## src/rcs_pkg.sv

```systemverilog
// Constants shared by the reset and clock supervisor: register map, field
// positions, reset values and timing figures.
// Assumes a single 40 MHz core clock and a 16-bit register port.
package rcs_pkg;
   localparam int CLK_HZ = 40_000_000;           // Core clock rate
   localparam int TICK_MS = 1;                   // Button timer resolution, ms
   localparam int TICK_CYC = CLK_HZ / 1000 * TICK_MS;
   localparam int LONG_PRESS_MS = 5600;          // 5.6 s long press
   localparam int PRESS_TICKS = LONG_PRESS_MS / TICK_MS;

   localparam int ADDR_W = 4;
   localparam int DATA_W = 16;
   localparam int GPIO_W = 16;
   localparam int VOLT_W = 15;                   // Three 5-bit regulator fields
   localparam int NREG = 3;

   // Register map
   localparam logic [ADDR_W-1:0] A_CTRL = 4'h0;
   localparam logic [ADDR_W-1:0] A_PLL = 4'h1;
   localparam logic [ADDR_W-1:0] A_VOLT = 4'h2;
   localparam logic [ADDR_W-1:0] A_STATUS = 4'h3;
   localparam logic [ADDR_W-1:0] A_CAUSE = 4'h4;
   localparam logic [ADDR_W-1:0] A_GPIO_OE = 4'h5;

   // CTRL fields: bit 0 long-press disable, bits 3:1 regulator shutdown
   localparam int B_LP_DIS = 0;
   localparam int B_SHDN_LO = 1;
   // STATUS fields
   localparam int B_BTN = 0;
   localparam int B_RST = 1;
   localparam int B_USB = 2;
   localparam int B_SUSP = 3;
   // CAUSE fields
   localparam int B_C_CORE = 0;
   localparam int B_C_PRESS = 1;
   localparam int B_C_WDOG = 2;
   localparam int B_C_EXT = 3;
   localparam int NCAUSE = 4;

   // PLL factor code: factor = (code + 2) / 2, so 0 is 1.0x and 14 is 8.0x
   localparam logic [3:0] PLL_RST_CODE = 4'h0;
   localparam logic [3:0] PLL_MAX_CODE = 4'he;
   localparam logic [3:0] PLL_USB_CODE = 4'h8;   // 5.0x of 12 MHz = 60 MHz

   localparam logic [VOLT_W-1:0] VOLT_DEFAULT = 15'h4210;
   localparam logic [2:0] SYNC_RST = 3'h2;       // {core_low, ext_n, button}
endpackage : rcs_pkg

```

## src/rcs_press_if.sv

```systemverilog
// Link between the supervisor and its long-press timer.
// Assumes both ends run on the same core clock.
`timescale 1ns/1ps
interface rcs_press_if;
   logic pressed;   // Synchronised button level
   logic enable;    // Long-press reset allowed
   logic expired;   // Held past the long-press time
   modport ctrl (output pressed, output enable, input expired);
   modport timer (input pressed, input enable, output expired);
endinterface : rcs_press_if

```

## src/rcs_supervisor.sv

```systemverilog
// Reset and clock supervisor: merges reset sources, reloads regulator
// defaults, selects the core clock and exposes control over a register port.
// Assumes one 40 MHz clock; pins arrive asynchronously, USB and watchdog
// signals come from logic on the same clock.
// What this block does
// - Core supply below monitor threshold asserts internal reset.
// - Button held longer than about 5.6 s forces a reset.
// - Software bit disables the long-press reset entirely.
// - Watchdog expiry or low external reset pin also resets.
// - Reset keeps regulators on and reloads default voltage settings.
// - Regulators turn off only by software shutdown bits.
// - Software can read the current power button level.
// - Core clock factor selectable from 1.0 to 8.0 in 0.5 steps.
// - With USB connected the factor is forced to 5.0 (60 MHz).
// - External reset low disables clock buffer, powers down digital section.
// - USB suspend selects RTC clock and powers down main oscillator.
// - General-purpose I/O undriven at power-up and during reset.
`timescale 1ns/1ps
module rcs_supervisor #(
   parameter int TICK_CYC = rcs_pkg::TICK_CYC,
   parameter int PRESS_TICKS = rcs_pkg::PRESS_TICKS
) (
   input wire logic clk_i,                                   // Core clock
   input wire logic sys_rst_i,                               // Power-on reset
   input wire logic [rcs_pkg::ADDR_W-1:0] reg_addr_i,        // Register address
   input wire logic [rcs_pkg::DATA_W-1:0] reg_wdata_i,       // Write data
   input wire logic reg_wr_i,                                // Write strobe
   input wire logic reg_rd_i,                                // Read strobe
   output logic [rcs_pkg::DATA_W-1:0] reg_rdata_o,           // Read data
   input wire logic power_button_in_i,                       // Button pin
   input wire logic external_reset_n_i,                      // Reset pin, low
   input wire logic core_below_threshold_i,                  // Supply monitor
   input wire logic watchdog_expire_i,                       // Watchdog fired
   input wire logic usb_connected_i,                         // USB attached
   input wire logic usb_suspend_i,                           // USB suspended
   output logic chip_reset_o,                                // Internal reset
   output logic clock_buffer_en_o,                           // Clock buffer on
   output logic digital_pwrdn_o,                             // Digital powerdown
   output logic [3:0] pll_factor_o,                          // PLL factor code
   output logic core_clk_rtc_o,                              // Core on RTC clock
   output logic main_osc_pd_o,                               // Main osc off
   output logic [rcs_pkg::VOLT_W-1:0] reg_volt_o,            // Regulator levels
   output logic [rcs_pkg::NREG-1:0] reg_shutdown_o,          // Regulator off
   output logic [rcs_pkg::GPIO_W-1:0] gpio_oe_o              // GPIO drive enables
);

   logic [2:0] pins_s;
   logic btn_s, ext_n_s, core_low_s;
   logic any_src;
   rcs_press_if pif ();

   // Pin levels pass two flops before any logic sees them
   rcs_sync #(.W(3), .RST_VAL(rcs_pkg::SYNC_RST)) u_sync (
      .clk_i(clk_i),
      .sys_rst_i(sys_rst_i),
      .async_i({core_below_threshold_i, external_reset_n_i, power_button_in_i}),
      .sync_o(pins_s)
   );
   assign btn_s = pins_s[0];
   assign ext_n_s = pins_s[1];
   assign core_low_s = pins_s[2];

   rcs_press_timer #(.TICK_CYC(TICK_CYC), .PRESS_TICKS(PRESS_TICKS)) u_press (
      .clk_i(clk_i),
      .sys_rst_i(sys_rst_i),
      .pif(pif)
   );

   // Reset merging
   logic rst_ff, nxt_rst;
   logic [rcs_pkg::NCAUSE-1:0] cause_set;

   always_comb begin
      cause_set = '0;
      cause_set[rcs_pkg::B_C_CORE] = core_low_s;
      cause_set[rcs_pkg::B_C_PRESS] = pif.expired;
      cause_set[rcs_pkg::B_C_WDOG] = watchdog_expire_i;
      cause_set[rcs_pkg::B_C_EXT] = !ext_n_s;
      any_src = |cause_set;
      nxt_rst = any_src;
   end

   // Held high from power-on until every source has gone quiet
   always_ff @(posedge clk_i) begin
      if (sys_rst_i) begin
         rst_ff <= 1'b1;
      end else begin
         rst_ff <= nxt_rst;
      end
   end

   // Register port and software state
   logic wr_ctrl, wr_pll, wr_volt, wr_cause, wr_gpio;
   logic lp_dis_ff, nxt_lp_dis;
   logic [3:0] pll_ff, nxt_pll;
   logic [rcs_pkg::VOLT_W-1:0] volt_ff, nxt_volt;
   logic [rcs_pkg::NREG-1:0] shdn_ff, nxt_shdn;
   logic [rcs_pkg::NCAUSE-1:0] cause_ff, nxt_cause;
   logic [rcs_pkg::GPIO_W-1:0] oe_ff, nxt_oe;
   logic [rcs_pkg::DATA_W-1:0] rdata_ff, nxt_rdata, rd_mux;

   assign pif.pressed = btn_s;
   assign pif.enable = !lp_dis_ff;

   always_comb begin
      wr_ctrl = 1'b0;
      wr_pll = 1'b0;
      wr_volt = 1'b0;
      wr_cause = 1'b0;
      wr_gpio = 1'b0;
      if (reg_wr_i && reg_addr_i == rcs_pkg::A_CTRL) begin
         wr_ctrl = 1'b1;
      end else if (reg_wr_i && reg_addr_i == rcs_pkg::A_PLL) begin
         wr_pll = 1'b1;
      end else if (reg_wr_i && reg_addr_i == rcs_pkg::A_VOLT) begin
         wr_volt = 1'b1;
      end else if (reg_wr_i && reg_addr_i == rcs_pkg::A_CAUSE) begin
         wr_cause = 1'b1;
      end else if (reg_wr_i && reg_addr_i == rcs_pkg::A_GPIO_OE) begin
         wr_gpio = 1'b1;
      end
   end

   // Chip reset reloads software settings; shutdown and cause survive it
   always_comb begin
      nxt_lp_dis = lp_dis_ff;
      nxt_pll = pll_ff;
      nxt_volt = volt_ff;
      nxt_oe = oe_ff;
      nxt_shdn = shdn_ff;
      if (rst_ff) begin
         nxt_lp_dis = 1'b0;
         nxt_pll = rcs_pkg::PLL_RST_CODE;
         nxt_volt = rcs_pkg::VOLT_DEFAULT;
         nxt_oe = '0;
      end else begin
         if (wr_ctrl) begin
            nxt_lp_dis = reg_wdata_i[rcs_pkg::B_LP_DIS];
         end
         // Codes past 8.0x are not a legal factor, so the write is dropped
         if (wr_pll && reg_wdata_i[3:0] <= rcs_pkg::PLL_MAX_CODE) begin
            nxt_pll = reg_wdata_i[3:0];
         end
         if (wr_volt) begin
            nxt_volt = reg_wdata_i[rcs_pkg::VOLT_W-1:0];
         end
         if (wr_gpio) begin
            nxt_oe = reg_wdata_i[rcs_pkg::GPIO_W-1:0];
         end
      end
      // Only a software write turns a regulator off; ones set, zeros ignored
      if (wr_ctrl) begin
         nxt_shdn = shdn_ff | reg_wdata_i[rcs_pkg::B_SHDN_LO +: rcs_pkg::NREG];
      end
      // Write one to clear; a new event in the same cycle wins
      nxt_cause = (cause_ff & ~(wr_cause ? reg_wdata_i[rcs_pkg::NCAUSE-1:0] : '0))
                  | cause_set;
   end

   // Read mux; unmapped addresses read as zero
   always_comb begin
      rd_mux = '0;
      if (reg_addr_i == rcs_pkg::A_CTRL) begin
         rd_mux[rcs_pkg::B_LP_DIS] = lp_dis_ff;
         rd_mux[rcs_pkg::B_SHDN_LO +: rcs_pkg::NREG] = shdn_ff;
      end else if (reg_addr_i == rcs_pkg::A_PLL) begin
         rd_mux[3:0] = pll_ff;
      end else if (reg_addr_i == rcs_pkg::A_VOLT) begin
         rd_mux[rcs_pkg::VOLT_W-1:0] = volt_ff;
      end else if (reg_addr_i == rcs_pkg::A_STATUS) begin
         rd_mux[rcs_pkg::B_BTN] = btn_s;
         rd_mux[rcs_pkg::B_RST] = rst_ff;
         rd_mux[rcs_pkg::B_USB] = usb_connected_i;
         rd_mux[rcs_pkg::B_SUSP] = usb_suspend_i;
      end else if (reg_addr_i == rcs_pkg::A_CAUSE) begin
         rd_mux[rcs_pkg::NCAUSE-1:0] = cause_ff;
      end else if (reg_addr_i == rcs_pkg::A_GPIO_OE) begin
         rd_mux[rcs_pkg::GPIO_W-1:0] = oe_ff;
      end
      nxt_rdata = reg_rd_i ? rd_mux : '0;
   end

   always_ff @(posedge clk_i) begin
      if (sys_rst_i) begin
         lp_dis_ff <= 1'b0;
         pll_ff <= rcs_pkg::PLL_RST_CODE;
         volt_ff <= rcs_pkg::VOLT_DEFAULT;
         shdn_ff <= '0;
         cause_ff <= '0;
         oe_ff <= '0;
         rdata_ff <= '0;
      end else begin
         lp_dis_ff <= nxt_lp_dis;
         pll_ff <= nxt_pll;
         volt_ff <= nxt_volt;
         shdn_ff <= nxt_shdn;
         cause_ff <= nxt_cause;
         oe_ff <= nxt_oe;
         rdata_ff <= nxt_rdata;
      end
   end

   // Clock control outputs
   logic clkbuf_ff, nxt_clkbuf;
   logic pwrdn_ff, nxt_pwrdn;
   logic [3:0] fac_ff, nxt_fac;
   logic rtc_ff, nxt_rtc;

   always_comb begin
      nxt_clkbuf = ext_n_s;
      nxt_pwrdn = !ext_n_s;
      nxt_fac = usb_connected_i ? rcs_pkg::PLL_USB_CODE : pll_ff;
      nxt_rtc = usb_suspend_i;
   end

   // Suspend drives both clock select and oscillator power-down together
   always_ff @(posedge clk_i) begin
      if (sys_rst_i) begin
         clkbuf_ff <= 1'b0;
         pwrdn_ff <= 1'b1;
         fac_ff <= rcs_pkg::PLL_RST_CODE;
         rtc_ff <= 1'b0;
      end else begin
         clkbuf_ff <= nxt_clkbuf;
         pwrdn_ff <= nxt_pwrdn;
         fac_ff <= nxt_fac;
         rtc_ff <= nxt_rtc;
      end
   end

   assign chip_reset_o = rst_ff;
   assign reg_rdata_o = rdata_ff;
   assign clock_buffer_en_o = clkbuf_ff;
   assign digital_pwrdn_o = pwrdn_ff;
   assign pll_factor_o = fac_ff;
   assign core_clk_rtc_o = rtc_ff;
   assign main_osc_pd_o = rtc_ff;
   assign reg_volt_o = volt_ff;
   assign reg_shutdown_o = shdn_ff;
   assign gpio_oe_o = oe_ff;
endmodule : rcs_supervisor

```

## src/rcs_sync.sv

```systemverilog
// Two-flop synchroniser for pin levels entering the core clock domain.
// Assumes inputs are slow levels; a pulse shorter than one cycle can be missed.
`timescale 1ns/1ps
module rcs_sync #(
   parameter int W = 1,
   parameter logic [W-1:0] RST_VAL = '0
) (
   input wire logic clk_i,            // Core clock
   input wire logic sys_rst_i,        // Synchronous reset, high
   input wire logic [W-1:0] async_i,  // Levels from pins
   output logic [W-1:0] sync_o        // Synchronised levels
);
   logic [W-1:0] meta_ff;
   logic [W-1:0] sync_ff;

   // First stage feeds only the second stage
   always_ff @(posedge clk_i) begin
      if (sys_rst_i) begin
         meta_ff <= RST_VAL;
         sync_ff <= RST_VAL;
      end else begin
         meta_ff <= async_i;
         sync_ff <= meta_ff;
      end
   end

   assign sync_o = sync_ff;
endmodule : rcs_sync

```

## src/rcs_press_timer.sv

```systemverilog
// Long-press timer: a millisecond tick divider and a held-time counter.
// Assumes the button level is already synchronised to clk_i.
`timescale 1ns/1ps
module rcs_press_timer #(
   parameter int TICK_CYC = rcs_pkg::TICK_CYC,
   parameter int PRESS_TICKS = rcs_pkg::PRESS_TICKS
) (
   input wire logic clk_i,        // Core clock
   input wire logic sys_rst_i,    // Synchronous reset, high
   rcs_press_if.timer pif         // Button level, enable, expiry
);
   localparam int TW = $clog2(TICK_CYC + 1);
   localparam int PW = $clog2(PRESS_TICKS + 1);
   localparam logic [TW-1:0] TICK_LAST = TW'(TICK_CYC - 1);
   localparam logic [PW-1:0] HELD_FULL = PW'(PRESS_TICKS);

   logic [TW-1:0] div_ff, nxt_div;
   logic [PW-1:0] held_ff, nxt_held;
   logic fire_ff, nxt_fire;
   logic tick;

   // Divider restarts at every press so the held time is measured from it
   always_comb begin
      tick = (div_ff == TICK_LAST);
      nxt_div = (tick || !pif.pressed) ? '0 : div_ff + TW'(1);
      nxt_held = held_ff;
      if (!pif.pressed || !pif.enable) begin
         nxt_held = '0;
      end else if (tick && held_ff != HELD_FULL) begin
         nxt_held = held_ff + PW'(1);
      end
      nxt_fire = pif.pressed && pif.enable && (held_ff == HELD_FULL);
   end

   always_ff @(posedge clk_i) begin
      if (sys_rst_i) begin
         div_ff <= '0;
         held_ff <= '0;
         fire_ff <= 1'b0;
      end else begin
         div_ff <= nxt_div;
         held_ff <= nxt_held;
         fire_ff <= nxt_fire;
      end
   end

   assign pif.expired = fire_ff;
endmodule : rcs_press_timer

```

## config.mk

```make
export PLATFORM = sky130hd
export DESIGN_NAME = rcs_supervisor
export DESIGN_NICKNAME = d
export VERILOG_FILES = /design/src/rcs_pkg.sv /design/src/rcs_press_if.sv /design/src/rcs_supervisor.sv /design/src/rcs_sync.sv /design/src/rcs_press_timer.sv
export SDC_FILE = /design/constraint.sdc
export NUM_CORES = 1
export LEC_CHECK = 0
export CORE_ASPECT_RATIO = 0.9
export CORE_MARGIN = 2
export CORE_UTILIZATION = 65
export CTS_CLUSTER_DIAMETER = 50
export DETAILED_ROUTE_END_ITERATION = 6
export DONT_BUFFER_PORTS = 1
export GPL_TIMING_DRIVEN = 0
export PLACE_DENSITY = 0.78
export SETUP_SLACK_MARGIN = 0.05
export SLEW_MARGIN = 30
export SYNTH_ARGS = -nofsm -noshare
export SYNTH_HDL_FRONTEND = slang
export SYNTH_SLANG_ARGS = --single-unit
```

## constraint.sdc

```tcl
create_clock -name clk_i -period 6.5 [get_ports clk_i]
set_clock_uncertainty 0.15 [all_clocks]
set_input_delay 0.325 -clock clk_i [delete_from_list [all_inputs] [get_ports clk_i]]
set_output_delay 0.325 -clock clk_i [all_outputs]
set_load 0.02 [all_outputs]
```

=== Word-level counts from Yosys, hierarchy flattened ===
Cells that the tools add are included.

* Flip-flop bits (word level): 103
* Word-level logic and storage cells: 85

* $add $sub $neg: 2
* Magnitude comparators: 1
* Equal/unequal tests: 8
* Muxes and demuxes: 25
* Bitwise gates (word level): 6
* Reductions and logical operators: 23

{| class="wikitable"
|+ Operators by type and width
! kind !! number
|-
| $mux W15 || 2
|-
| $mux W4 || 6
|-
| $mux W11 || 2
|-
| $add A16 B1 Y16 const B || 1
|-
| $eq A16 B16 Y1 const B || 1
|-
| $mux W1 || 15
|-
| $add A13 B1 Y13 const B || 1
|-
| $eq A13 B13 Y1 const B || 1
|-
| $ne A13 B13 Y1 const B || 1
|-
| $reduce_or A2 Y1 || 5
|-
| $logic_and A1 B1 Y1 || 9
|-
| $eq A4 B2 Y1 const B || 2
|-
| $eq A4 B3 Y1 const B || 2
|-
| $reduce_or A4 Y1 || 2
|-
| $reduce_or A8 Y1 || 1
|-
| $and A4 B4 Y4 || 1
|-
| $eq A4 B1 Y1 const B || 1
|-
| $le A4 B4 Y1 const B || 1
|-
| $logic_not A4 Y1 || 1
|-
| $not A4 Y4 || 1
|-
| $or A4 B4 Y4 || 1
|-
| $logic_not A1 Y1 || 3
|-
| $or A3 B3 Y3 || 1
|-
| $logic_or A1 B1 Y1 || 2
|-
| $not A1 Y1 || 2
|}

=== Logic depth before layout (Yosys ltp) ===
* Depth in word-level cells: 10
* Gate-level depth with buffers: 7
* Gate-level depth less buffers: 6

=== Modules after synthesis ===
A second synthesis with hierarchy kept.

* Cells, all modules: 472
* Area, all modules: 4237.8 µm²

{| class="wikitable"
|+ Modules (own cells, without submodules)
! module !! times used !! cells an instance !! area each (µm²) !! seq. area each (µm²)
|-
| rcs_supervisor || 1 || 298 || 2673.8 || 1341.3
|-
| rcs_press_timer || 1 || 162 || 1406.3 || 600.6
|-
| rcs_sync || 1 || 12 || 157.7 || 120.1
|}

=== Worst setup path before layout ===
No wires, ideal clock.

* Kind: reg-to-reg
* From: reg u_press.div_ff[7]
* To: reg u_press.held_ff[9]
* Arrival: 1.963 ns
* Required time: 6.278 ns
* Slack: 4.315 ns
* Cell stages (with the launch flop): 7
* Cells stage by stage: dfxtp_1 > or4_1 > or4_1 > clkbuf_2 > buf_6 > nor3_1 > mux2i_1

* Word-level cells in the longest chain between the ends: 2

{| class="wikitable"
|+ RTL lines
! element !! line !! RTL
|-
| from (decl) || rcs_press_timer.sv:17 || <nowiki>logic [TW-1:0] div_ff, nxt_div;</nowiki>
|-
| from (signal assigned) || rcs_press_timer.sv:41 || <nowiki>div_ff <= nxt_div;</nowiki>
|-
| $eq A16 B16 Y1 || rcs_press_timer.sv:24 || <nowiki>tick = (div_ff == TICK_LAST);</nowiki>
|-
| $logic_and A1 B1 Y1 || rcs_press_timer.sv:29 || <nowiki>end else if (tick && held_ff != HELD_FULL) begin</nowiki>
|-
| to (signal assigned) || rcs_press_timer.sv:42 || <nowiki>held_ff <= nxt_held;</nowiki>
|-
| to (decl) || rcs_press_timer.sv:18 || <nowiki>logic [PW-1:0] held_ff, nxt_held;</nowiki>
|}

No other way between the ends.
A chain may end at the register's enable or synchronous reset.

=== Worst setup path in the final report ===
* From: reg u_press.div_ff[7]
* To: reg u_press.div_ff[13]

* Word-level cells in the longest chain between the ends: 3

{| class="wikitable"
|+ RTL lines
! element
|-
| branches (longest 3 deep; another with $add A16 B1 Y16)
|}

Several ways; the timed one is not identified.

==> results.md <==
* Register bit total from synthesis at 103
* Iteration-0 DRC Markers at ~260
* Sum Neg Setup Slack at 0 ns
* Post-route ant nets at 0
* Final Instance Area at 4610 um2
* Top cell by count, worst path: or4_1
* Placed instance area at 4210 um2
* Leakage power at between 1.5 and 2 nW
* Cts bufs inserted at 9
* Reg2reg path depth at 6
* CP bufs+invs at 2
* Met1 GRT Util at 0.336
* Ratio of cells with drive above 1 in the final layout at 0.0685
* Worst-Skew Late Latency at around 0.36 ns
* GR Util met3 at 0.0707
* Iteration count of the initial detailed-routing pass at 4
* Fillers at 455
* Max Freq at about 0.41 GHz
* Yosys warns at 0
* Worst Min Path Start: reg_wdata_i[2]
* Vias in the first global route at between 3000 and 4000
* Largest net degree at the start of global routing at 19
* Post-synth EDFFs at 0
* WP data required at ~6.6 ns
* Via Count at about 3500
* Register area at approximately 2100 um2
* Initial antenna violation count at 0
* DP HPWL at 6450 um
* Area grow syn2layout at 12.8%
* CP Class: register to register
* Setup crit start kind: register
* Worst slew margin at 0.465
* Syn Nets at between 500 and 600
* WL final at 9300 um
* Worst R2R End: u_press.div_ff[13]$_SDFF_PP0_
* Fin crit share at 0.373
* Final Hold Fails at 0
* CTS tree: yes
* Synth Cell Area at 4090 um2
* Ys flop type: dfxtp_1
* CP endpoint kind: register
* Max cap viols at 0
* Die Y at around 79 um
* GRT overflow at 0
* M2 GR Usage at 0.452
* CP top delay family: simple AND/OR/NAND/NOR gates
* Cell Pwr Density at around 230 nW/um2
* Slowest-stage cell, CP: or4_1
* R2R Setup Slk at just over 4 ns
* Die ar. at between 6000 and 7000 um2
* Least-Margin Pin Slew at between 0.8 and 0.9 ns
* Worst min path class: input pin to register
* CTS root buffer: clkbuf_8
* Worst path max stage delay at ~0.57 ns
* Via-to-Cell Ratio at about 5.9
* First-pass GRT wire length at approximately 15000 um
* Core area at 6110 um2
* Remaining DRCs at 0
* Nets at around 540
* Count of buffers from port buffering at 0
* Worst hold stages at 3
* Routability congestion estimate at 0.949
* Register area share after synthesis at 0.504
* Setup violations, final at 0
* Row cnt at 27
* Synth cell types at 48
* Cells after synthesis at approximately 470
* Peak VDD IR at between 0.0002 and 0.00025 V
* Post-CTS resize count at 0
* Synthesized area per cell at about 8.7 um2
* GRT Total Usage at 0.271
* Most common cell after layout, fill and taps aside: dfxtp_1
* ANT cells at 0
* Run status: finished, final reports clean
* CTS Buffer Depth at 2
* # IOs at just under 90
* WP data arrival at between 2 and 3 ns
* Worst Hold End: cause_ff[2]$_SDFF_PP0_
* Initial Util at 0.669
* Critical Path Fanout Max at 10
* CP cell instances: or4_1, or4_1, clkbuf_2, nand3b_1, buf_2, nor2_1
* RSZ-0062 raised after global routing: false
* Multi-input logic area at roughly 1900 um2
* Share of flip-flops with an asynchronous set or reset at 0
* Most frequent cells in the layout: 103 x dfxtp_1, 87 x nand2_1, 46 x nor2_1, 44 x a21oi_1, 23 x dlygate4sd3_1
* WL/cell at roughly 16 um
* Worst-path clk slew at ~0.10 ns
* CTS sink cnt at around 100
* GR peak layer: met2
* R2r startpoint: u_press.div_ff[7]$_SDFF_PP0_
* Minimum clock period at between 2 and 2.5 ns
* Slew Limit Fails at 0
* H-tree depth at 3
* Die W at just under 90 um
[state kept, by name, indices dropped and copies added (netlist names), 3 cells and up]
name,count
reg_volt_o,15
u_press.div_ff,16
u_sync.meta_ff,3
reg_shutdown_o,3
cause_ff,4
pll_factor_o,4
gpio_oe_o,16
reg_rdata_o,16
u_press.held_ff,13
pll_ff,4
u_sync.sync_o,3
[synth_stat cells (2+ instances only)]
master    count  area share
and2_1        6      0.0092
and3b_1       2      0.0043
nor2b_1      11       0.017
and4_1        2      0.0043
xor2_1        4      0.0086
and3_1        5      0.0076
nand2_1      87       0.080
nand3_1      15       0.018
a31oi_1       3      0.0046
nor2_1       46       0.042
nand4_1      11       0.017
inv_1         7      0.0064
a22oi_1      14       0.026
mux2i_1       9       0.022
or3b_2        2      0.0043
mux2_2        2      0.0055
nor3_1        5      0.0061
buf_2         2      0.0024
nor3b_1       2      0.0037
or2_2         4      0.0061
a221o_1       2      0.0049
or4_1         6       0.011
nor4_1        5      0.0076
nor4b_1       2      0.0043
xnor2_1       9       0.019
o31ai_1       2      0.0037
o21ai_0      12       0.015
o221a_2       2      0.0055
or3_1         4      0.0061
nand2b_1      5      0.0076
a21oi_1      44       0.054
clkbuf_1     18       0.017
dfxtp_1     103        0.50
ha_1          3      0.0092
a41o_1        3      0.0073
[layer usage]
| layer | wire length, um | vias up |
|---|---|---|
| met5 | 0 | - |
| met4 | 157 | 0 |
| met3 | 823 | 15 |
| met2 | 4600 | 157 |
| met1 | 3720 | 1626 |
| li1 | - | 1706 |
[final cells by class]
type / count / area share
sequential: 103 / 0.447
multi-input combinational: 338 / 0.413
clock inverter: 7 / 0.0117
clock buffer: 9 / 0.0268
buffer: 24 / 0.0228
timing repair buffer: 23 / 0.0499
tap: 87 / 0.0236
inverter: 7 / 0.00569
[through the flow]
| step | cells | setup slack, ns | power [mW] | util | hold slack [ns] |
|---|---|---|---|---|---|
| floorplan | 472 | 4.31 | 0.684 | - | 0.239 |
| global placement | 559 | 4.06 | 0.692 | 0.687 | 0.245 |
| detailed placement | 559 | 4.07 | 0.693 | 0.688 | 0.265 |
| CTS | 598 | 4.05 | 1.06 | 0.755 | 0.00526 |
| global route | 598 | 3.88 | 1.09 | 0.755 | 0.0302 |
| finish | 598 | 4.08 | 1.06 | 0.755 | 0.0177 |
[worst reg2reg max path: stages, from the launching register on]
cell      delay, ns
dfxtp_1        0.34
or4_1          0.57
or4_1          0.48
clkbuf_2       0.17
nand3b_1       0.26
buf_2          0.28
nor2_1         0.07
[worst max-delay path by stage]
stage	start	end	slack (ns)	cells past startpoint
2_1_floorplan	u_press.div_ff[7]$_SDFF_PP0_	u_press.held_ff[9]$_SDFFE_PP0P_	4.31	6
5_1_grt	u_press.div_ff[0]$_SDFF_PP0_	u_press.div_ff[9]$_SDFF_PP0_	3.88	7
6_report	u_press.div_ff[7]$_SDFF_PP0_	u_press.div_ff[13]$_SDFF_PP0_	4.08	6
4_1_cts	u_press.div_ff[7]$_SDFF_PP0_	u_press.div_ff[13]$_SDFF_PP0_	4.05	6
3_5_place_dp	u_press.div_ff[0]$_SDFF_PP0_	u_press.div_ff[13]$_SDFF_PP0_	4.07	7
3_3_place_gp	u_press.div_ff[7]$_SDFF_PP0_	u_press.held_ff[3]$_SDFFE_PP0P_	4.06	4
[cells by family after synthesis]
group	synth area share
buffers and inverters	0.0321
adder cells (fa/ha/maj)	0.00918
flip-flops	0.504
AND/OR/NAND/NOR	0.273
AO/OA/AOI/OAI	0.126
multiplexers	0.0275
XOR/XNOR	0.0278
[where the power goes]
group,switching (mW),internal (mW)
Clock,0.223,0.142
Sequential,0.00735,0.637
Combinational,0.0288,0.0211
[timing repair]
action	in CTS	in global routing
hold buffers	23	0
hold endpoints to repair	48	0
buffers inserted	0	0
No activity file was read; power rests on OpenSTA's default activity.
